`config.mk`:
```
export PLATFORM = sky130hd
export DESIGN_NAME = signal_mixer
export DESIGN_NICKNAME = d
export VERILOG_FILES = /design/src/hw/mixer_pkg.sv /design/src/hw/signal_mixer.sv
export VERILOG_INCLUDE_DIRS = /design/src /design/src/hw
export SDC_FILE = /design/constraint.sdc
export NUM_CORES = 1
export LEC_CHECK = 0
export BUFFER_PORTS_ARGS = -buffer_cell sky130_fd_sc_hd__clkbuf_2
export CAP_MARGIN = 20
export CORE_MARGIN = 2
export CORE_UTILIZATION = 42
export DETAILED_ROUTE_END_ITERATION = 16
export GPL_TIMING_DRIVEN = 0
export HOLD_SLACK_MARGIN = 0.06
export PLACE_DENSITY = 0.71
export SLEW_MARGIN = 20
export SYNTH_ARGS = -nofsm -noshare
export SYNTH_HDL_FRONTEND = slang
export SYNTH_SLANG_ARGS = --single-unit
```
`constraint.sdc`:
```
create_clock -name clk_i -period 4.9 [get_ports clk_i]
set_clock_uncertainty 0.1 [all_clocks]
set_input_delay 0.98 -clock clk_i [delete_from_list [all_inputs] [get_ports clk_i]]
set_output_delay 0.98 -clock clk_i [all_outputs]
set_load 0.05 [all_outputs]
```
`src/hw/mixer_defs.svh`:
```
`ifndef MIXER_DEFS_SVH
`define MIXER_DEFS_SVH

// =========================================
// Register bus geometry
`define MIX_ADDR_W 2
`define MIX_DATA_W 8

// =========================================
// Register offsets
`define MIX_CTRL_ADDR 2'h0
`define MIX_MSRC_ADDR 2'h1
`define MIX_HCAR_ADDR 2'h2
`define MIX_LCAR_ADDR 2'h3

// =========================================
// Mixer control register fields
`define MIX_CTRL_EN 7
`define MIX_CTRL_OE 6
`define MIX_CTRL_SLEW 5
`define MIX_CTRL_OINV 4
`define MIX_CTRL_OUT 3
`define MIX_CTRL_SWBIT 0
`define MIX_CTRL_SLEW_RST 1'h1

// =========================================
// Source and carrier control register fields
`define MIX_SEL_HI 3
`define MIX_SEL_LO 0
`define MIX_CAR_SYNC 5
`define MIX_CAR_INV 6

// =========================================
// Modulator source codes
`define MIX_MOD_PWM0 4'h0
`define MIX_MOD_SER0 4'h4
`define MIX_MOD_CMP0 4'h6
`define MIX_MOD_TX 4'h8
`define MIX_MOD_PIN 4'h9
`define MIX_MOD_SW 4'hA

// =========================================
// Carrier source codes
`define MIX_CAR_PWM0 4'h0
`define MIX_CAR_REF 4'h4
`define MIX_CAR_PIN_A 4'h5
`define MIX_CAR_PIN_B 4'h6
`define MIX_CAR_GND 4'h7

`endif

```
`src/hw/mixer_pkg.sv`:
```
package mixer_pkg;

    // =========================================
    // Which carrier currently feeds the mixer.
    typedef enum logic {
        CARRIER_LOW,
        CARRIER_HIGH
    } carrier_t;

    // =========================================
    // Complete state of the mixer.
    typedef struct packed {
        logic enable;
        logic out_en;
        logic slew;
        logic out_inv;
        logic sw_bit;
        logic [3:0] mod_sel;
        logic [3:0] hi_sel;
        logic hi_sync;
        logic hi_inv;
        logic [3:0] lo_sel;
        logic lo_sync;
        logic lo_inv;
        logic [2:0] pin_meta;
        logic [2:0] pin_sync;
        carrier_t active;
        logic mixed;
        logic pin;
        logic [7:0] rdata;
    } mixer_state_t;

endpackage

```
`src/hw/signal_mixer.sv`:
```
// Design decisions made here: the register addresses and the address-and-strobe port.
`timescale 1ns/1ps
`include "mixer_defs.svh"

// Functional notes
// - Output is selected carrier mixed with modulator.
// - Modulator high uses high carrier, low uses low.
// - Enable bit activates the mixer.
// - Disabled forces both carriers to ground.
// - Disabled takes modulator from software bit.
// - Disable keeps stored source selections intact.
// - Output enable off blocks pin, mixing continues.
// - Output enable off drives pin low.
// - Four-bit field selects modulator source.
// - Modulator sources: pwm, serial, comparator, tx, pin, bit.
// - Four-bit field selects high carrier.
// - Four-bit field selects low carrier.
// - Carrier sources: pwm, refclock, two pins, ground.
// - Synced carrier finishes its pulse before switching.
// - High and low sync enables are independent.
// - High sync bit delays leaving high carrier.
// - Low sync bit delays leaving low carrier.
// - Each carrier has its own invert bit.
// - Output invert bit inverts pin signal.
// - Reset disables mixer, registers take defaults.

module signal_mixer
    import mixer_pkg::*;
(
    // Clock and reset.
    input wire logic clk_i,
    input wire logic rst_i,
    // Register port.
    input wire logic [`MIX_ADDR_W-1:0] addr_i,
    input wire logic [`MIX_DATA_W-1:0] wdata_i,
    input wire logic we_i,
    input wire logic re_i,
    output logic [`MIX_DATA_W-1:0] rdata_o,
    // On-chip peripheral sources.
    input wire logic [3:0] capture_compare_pwm_output_i,
    input wire logic [1:0] serial_data_output_i,
    input wire logic [1:0] comparator_output_i,
    input wire logic async_transmitter_i,
    input wire logic reference_clock_i,
    // External source pins.
    input wire logic external_modulator_input_i,
    input wire logic external_carrier_input_a_i,
    input wire logic external_carrier_input_b_i,
    // Output pin and its slew-limit control.
    output logic modulated_output_pin_o,
    output logic slew_limit_o
);

    // =========================================
    // Source selection functions
    // Unused codes give a constant low level.
    function automatic logic pick_carrier(input logic [3:0] sel, input logic [3:0] ccp,
                                          input logic refclk, input logic pa, input logic pb);
        logic v;
        v = 1'b0;
        case (sel)
            `MIX_CAR_PWM0, 4'h1, 4'h2, 4'h3: v = ccp[sel[1:0]];
            `MIX_CAR_REF: v = refclk;
            `MIX_CAR_PIN_A: v = pa;
            `MIX_CAR_PIN_B: v = pb;
            `MIX_CAR_GND: v = 1'b0;
            default: v = 1'b0;
        endcase
        return v;
    endfunction

    function automatic logic pick_modulator(input logic [3:0] sel, input logic [3:0] ccp,
                                            input logic [1:0] sdo, input logic [1:0] cmp,
                                            input logic tx, input logic pin,
                                            input logic swb);
        logic v;
        v = 1'b0;
        case (sel)
            `MIX_MOD_PWM0, 4'h1, 4'h2, 4'h3: v = ccp[sel[1:0]];
            `MIX_MOD_SER0, 4'h5: v = sdo[sel[0]];
            `MIX_MOD_CMP0, 4'h7: v = cmp[sel[0]];
            `MIX_MOD_TX: v = tx;
            `MIX_MOD_PIN: v = pin;
            `MIX_MOD_SW: v = swb;
            default: v = 1'b0;
        endcase
        return v;
    endfunction

    // =========================================
    // State
    mixer_state_t state_reg;
    mixer_state_t state_next;
    logic mod_src;
    logic car_hi;
    logic car_lo;

    // Source muxes; a disabled mixer sees ground carriers and the software bit.
    always_comb begin
        mod_src = state_reg.sw_bit;
        car_hi = 1'b0;
        car_lo = 1'b0;
        if (state_reg.enable) begin
            mod_src = pick_modulator(state_reg.mod_sel, capture_compare_pwm_output_i,
                                     serial_data_output_i, comparator_output_i,
                                     async_transmitter_i, state_reg.pin_sync[0],
                                     state_reg.sw_bit);
            car_hi = pick_carrier(state_reg.hi_sel, capture_compare_pwm_output_i,
                                  reference_clock_i, state_reg.pin_sync[1],
                                  state_reg.pin_sync[2]) ^ state_reg.hi_inv;
            car_lo = pick_carrier(state_reg.lo_sel, capture_compare_pwm_output_i,
                                  reference_clock_i, state_reg.pin_sync[1],
                                  state_reg.pin_sync[2]) ^ state_reg.lo_inv;
        end
    end

    // =========================================
    // Next-state logic
    always_comb begin
        state_next = state_reg;
        // External pins go through two flops before any use.
        state_next.pin_meta = {external_carrier_input_b_i, external_carrier_input_a_i,
                               external_modulator_input_i};
        state_next.pin_sync = state_reg.pin_meta;

        // Carrier switching follows the modulator unless the carrier being left is
        // synchronised and still mid-pulse, in which case it is held until low.
        state_next.active = mod_src ? CARRIER_HIGH : CARRIER_LOW;
        case (state_reg.active)
            CARRIER_HIGH: begin
                if (!mod_src && state_reg.hi_sync && car_hi) begin
                    state_next.active = CARRIER_HIGH;
                end
            end
            CARRIER_LOW: begin
                if (mod_src && state_reg.lo_sync && car_lo) begin
                    state_next.active = CARRIER_LOW;
                end
            end
            default: state_next.active = CARRIER_LOW;
        endcase

        // Mixing keeps running even while the pin is blocked.
        state_next.mixed = (state_next.active == CARRIER_HIGH) ? car_hi : car_lo;
        state_next.pin = state_reg.out_en
                         & (state_next.mixed ^ state_reg.out_inv);

        // Register writes; selections survive any change of the enable bit.
        if (we_i) begin
            case (addr_i)
                `MIX_CTRL_ADDR: begin
                    state_next.enable = wdata_i[`MIX_CTRL_EN];
                    state_next.out_en = wdata_i[`MIX_CTRL_OE];
                    state_next.slew = wdata_i[`MIX_CTRL_SLEW];
                    state_next.out_inv = wdata_i[`MIX_CTRL_OINV];
                    state_next.sw_bit = wdata_i[`MIX_CTRL_SWBIT];
                end
                `MIX_MSRC_ADDR: state_next.mod_sel = wdata_i[`MIX_SEL_HI:`MIX_SEL_LO];
                `MIX_HCAR_ADDR: begin
                    state_next.hi_sel = wdata_i[`MIX_SEL_HI:`MIX_SEL_LO];
                    state_next.hi_sync = wdata_i[`MIX_CAR_SYNC];
                    state_next.hi_inv = wdata_i[`MIX_CAR_INV];
                end
                `MIX_LCAR_ADDR: begin
                    state_next.lo_sel = wdata_i[`MIX_SEL_HI:`MIX_SEL_LO];
                    state_next.lo_sync = wdata_i[`MIX_CAR_SYNC];
                    state_next.lo_inv = wdata_i[`MIX_CAR_INV];
                end
                default: state_next.enable = state_reg.enable;
            endcase
        end

        // Read data stands only in the cycle after the read strobe.
        state_next.rdata = 8'h00;
        if (re_i) begin
            case (addr_i)
                `MIX_CTRL_ADDR: begin
                    state_next.rdata[`MIX_CTRL_EN] = state_reg.enable;
                    state_next.rdata[`MIX_CTRL_OE] = state_reg.out_en;
                    state_next.rdata[`MIX_CTRL_SLEW] = state_reg.slew;
                    state_next.rdata[`MIX_CTRL_OINV] = state_reg.out_inv;
                    state_next.rdata[`MIX_CTRL_OUT] = state_reg.mixed;
                    state_next.rdata[`MIX_CTRL_SWBIT] = state_reg.sw_bit;
                end
                `MIX_MSRC_ADDR: state_next.rdata[`MIX_SEL_HI:`MIX_SEL_LO] = state_reg.mod_sel;
                `MIX_HCAR_ADDR: begin
                    state_next.rdata[`MIX_SEL_HI:`MIX_SEL_LO] = state_reg.hi_sel;
                    state_next.rdata[`MIX_CAR_SYNC] = state_reg.hi_sync;
                    state_next.rdata[`MIX_CAR_INV] = state_reg.hi_inv;
                end
                `MIX_LCAR_ADDR: begin
                    state_next.rdata[`MIX_SEL_HI:`MIX_SEL_LO] = state_reg.lo_sel;
                    state_next.rdata[`MIX_CAR_SYNC] = state_reg.lo_sync;
                    state_next.rdata[`MIX_CAR_INV] = state_reg.lo_inv;
                end
                default: state_next.rdata = 8'h00;
            endcase
        end
    end

    // Reset clears everything except the slew limiter, which defaults on.
    always_ff @(posedge clk_i or posedge rst_i) begin
        if (rst_i) begin
            state_reg <= '0;
            state_reg.slew <= `MIX_CTRL_SLEW_RST;
        end else begin
            state_reg <= state_next;
        end
    end

    // =========================================
    // Outputs
    assign rdata_o = state_reg.rdata;
    assign modulated_output_pin_o = state_reg.pin;
    assign slew_limit_o = state_reg.slew;
endmodule

```
==> results.py <==
metrics = {
    "finish": {
        "ff_latch_area_um2": 952,
        "final_common_cell": "dfrtp_1",
        "antennaDiodeCount": 0,
        "nFillCells": 372,
        "largest_reg_flops": 25,
        "finalInstanceArea_mm2": 0.00215,
        "layout_common_cells": "37 x dfrtp_1, 36 x clkbuf_2, 23 x mux2_2",
        "synthToLayoutAreaGrowth_pct": 18.3,
        "nets": 209,
        "final_cells": 233,
        "drive_gt1_frac": 0.448,
        "multi_input_comb_area_um2": 778,
    },
    "grt": {
        "grt_pass1_vias": 1323,
        "grt_overflow": 0,
        "grt_pass1_wl_um": 6330,
        "antenna_found_initial": 0,
        "grt_max_degree": 39,
        "gr-usage-all-layers": 0.171,
    },
    "critical_path": {
        "slowest_stage": "mux4_2",
        "worst_setup_path_start_kind": "primary input",
        "crit_arrival_ps": 2600,
        "crit_type": "in2reg",
        "r2r_cells": 6,
        "cp.required_ps": 4970,
        "path_cells": "clkbuf_2, mux4_2, o21ba_1, a21o_1, a22o_1, a32o_1, mux2i_1",
        "endpoint_kind": "flop",
        "max_stage_delay_ps": 450,
        "path_max_fanout": 4,
    },
    "placed_design": {
        "port_buffers": 36,
        "dpl_cell_area_mm2": 0.00206,
        "dp_cells": 225,
        "gp_routability_congestion": 0.974,
        "hpwl_um": 2760,
    },
    "die": {
        "die_x_um": 69.8,
        "num_rows": 23,
        "core_mm2": 0.00409,
        "top_level_ports": 37,
        "fp.dieH_um": 69.8,
        "die-area_mm2": 0.00487,
        "start_util": 0.445,
    },
    "clock_network": {
        "hold_buffers": 0,
        "path_clk_slew_ps": 70,
        "ctsHtreeMaxLevel": 2,
        "cts.sinks": 38,
        "cts_setup_buffers": 0,
        "ctsRootBufferMaster": "clkbuf_8",
        "cts.repair.resized": 0,
        "insertion_delay_ps": 290,
        "cts-buffers-inserted": 5,
        "clockBufferDepth": 2,
        "cts_tree": "built",
    },
    "synthesis": {
        "ys_top_cells_by_area": "dfrtp_1 51%, mux2_2 14%, mux4_2 7.4%",
        "synth_cell_types": 32,
        "netlist_instances": 139,
        "avgSynthCellArea_um2": 13.1,
        "yosysSeqAreaShare": 0.524,
        "synth_top_area_cell": "dfrtp_1",
        "syn-cell-area_mm2": 0.00182,
        "ys_seq_elements": 38,
        "synth_fp_nets": 166,
        "synth_top_area_frac": 0.509,
        "yosys_warnings": 0,
    },
    "routing": {
        "antenna_left": 0,
        "drc": 0,
        "drt-initial-drc-count": 74,
        "wl_per_cell_um": 15.8,
        "dr.pass1.iters": 4,
        "drt-total-wl_um": 3690,
        "vias": 1242,
        "viasPerCell": 5.33,
    },
    "sta": {
        "timing.fmax_mhz": 396,
        "drv_slew": 0,
        "period_needed_ps": 2530,
        "fin_crit_sh": 0.516,
        "slew-limit-headroom": 0.494,
        "tightest_slew_ps": 758,
        "finalHoldViolCount": 0,
        "rsz0062_at_grt": "false",
        "finalSetupViolations": 0,
        "tns_ps": 0,
    },
    "pwr": {
        "power-per-cell-area_mw_per_mm2": 400,
        "leakage_nw": 1.01,
        "max-vdd-ir-drop_mv": 0.159,
    },
    "flow_run": {
        "maxCapViolCount": 0,
    },
    "min_path": {
        "hp-class": "reg2reg",
        "worstHoldPathCells": 0,
    },
    "run_status": {
        "outcome": "finished clean",
    },
}
==> cells by family (layout without fill, tap and decap cells) <==
| family | count (synthesis) | count (layout) | synth area share |
|---|---|---|---|
| simple gates | 30 | 30 | 0.0957 |
| compound gates | 22 | 22 | 0.0881 |
| flops | 38 | 38 | 0.524 |
| mux | 34 | 34 | 0.244 |
| buf+inv | 15 | 59 | 0.0482 |
==> critical path: cells and delay by family <==
family                 cells  cell delay [ps]
buffers and inverters      1              100
AOI/OAI and AO/OA          4              920
muxes                      2              580
==> worst paths after layout <==
check / end / slack (ps) / startpoint
worst max-delay path: modulated_output_pin_o$_DFF_PP0_ / 2370 / capture_compare_pwm_output_i[0]
worst min-delay path: state_reg[13]$_DFF_PP0_ / 260 / state_next[13]$_DFF_PP0_
worst max register to register: modulated_output_pin_o$_DFF_PP0_ / 2650 / state_reg[25]$_DFFE_PP0P_
worst min register to register: state_reg[13]$_DFF_PP0_ / 260 / state_next[13]$_DFF_PP0_
max in group asynchronous: state_reg[19]$_DFFE_PP0P_ / 3510 / rst_i
min in group asynchronous: state_reg[22]$_DFFE_PP0P_ / 710 / rst_i
==> synthesized netlist by cell type <==
cell	number
buf_4	8
nand3_1	5
or3_1	1
buf_2	1
o21ba_1	1
mux2_2	23
a22oi_1	4
o21ai_0	4
o211a_1	1
a21oi_1	2
dfstp_2	1
a32o_1	1
and2_1	3
inv_1	3
nand3b_1	4
mux2i_1	5
clkbuf_1	3
nand2_1	4
o211ai_1	1
nor2b_1	6
a22o_1	1
mux4_2	6
a21boi_0	1
o2111ai_1	1
dfrtp_1	37
and3_1	2
o22ai_1	1
a21o_1	2
nor2_1	1
o21bai_1	1
o22a_1	1
nand2b_1	4
==> per-stage QoR <==
| step | setup slack [ps] | utilization | hold WS (ps) | total power [mW] |
|---|---|---|---|---|
| 6_report | 2370 | 0.526 | 260 | 0.861 |
| 5_1_grt | 2320 | 0.526 | 270 | 0.911 |
| 4_1_cts | 2400 | 0.526 | 260 | 0.869 |
| 3_5_place_dp | 2100 | 0.504 | 236 | 0.649 |
| 3_3_place_gp | 2140 | 0.504 | 232 | 0.637 |
| 2_1_floorplan | 2340 | - | 231 | 0.586 |
==> where the power goes <==
group	leakage (nW)	switching [mW]	internal [mW]	total [mW]
Sequential	0.463	0.0452	0.366	0.411
Combinational	0.504	0.118	0.115	0.233
Clock	0.0455	0.103	0.115	0.217
==> routing by layer <==
metal,vias to the layer above,GRT usage,wire length [µm]
li1,585,-,-
met1,608,0.210,1600
met2,42,0.277,1770
met3,7,0.0610,245
met4,0,0.0598,75
met5,-,0,0
==> layout make-up <==
class                      count  area share
tap                           50      0.0291
inverter                       3     0.00524
timing repair buffer          36      0.0838
multi-input combinational     86       0.362
sequential                    38       0.443
buffer                        12      0.0355
clock buffer                   8      0.0419
Note: power is estimated with default switching activity, not from simulation.
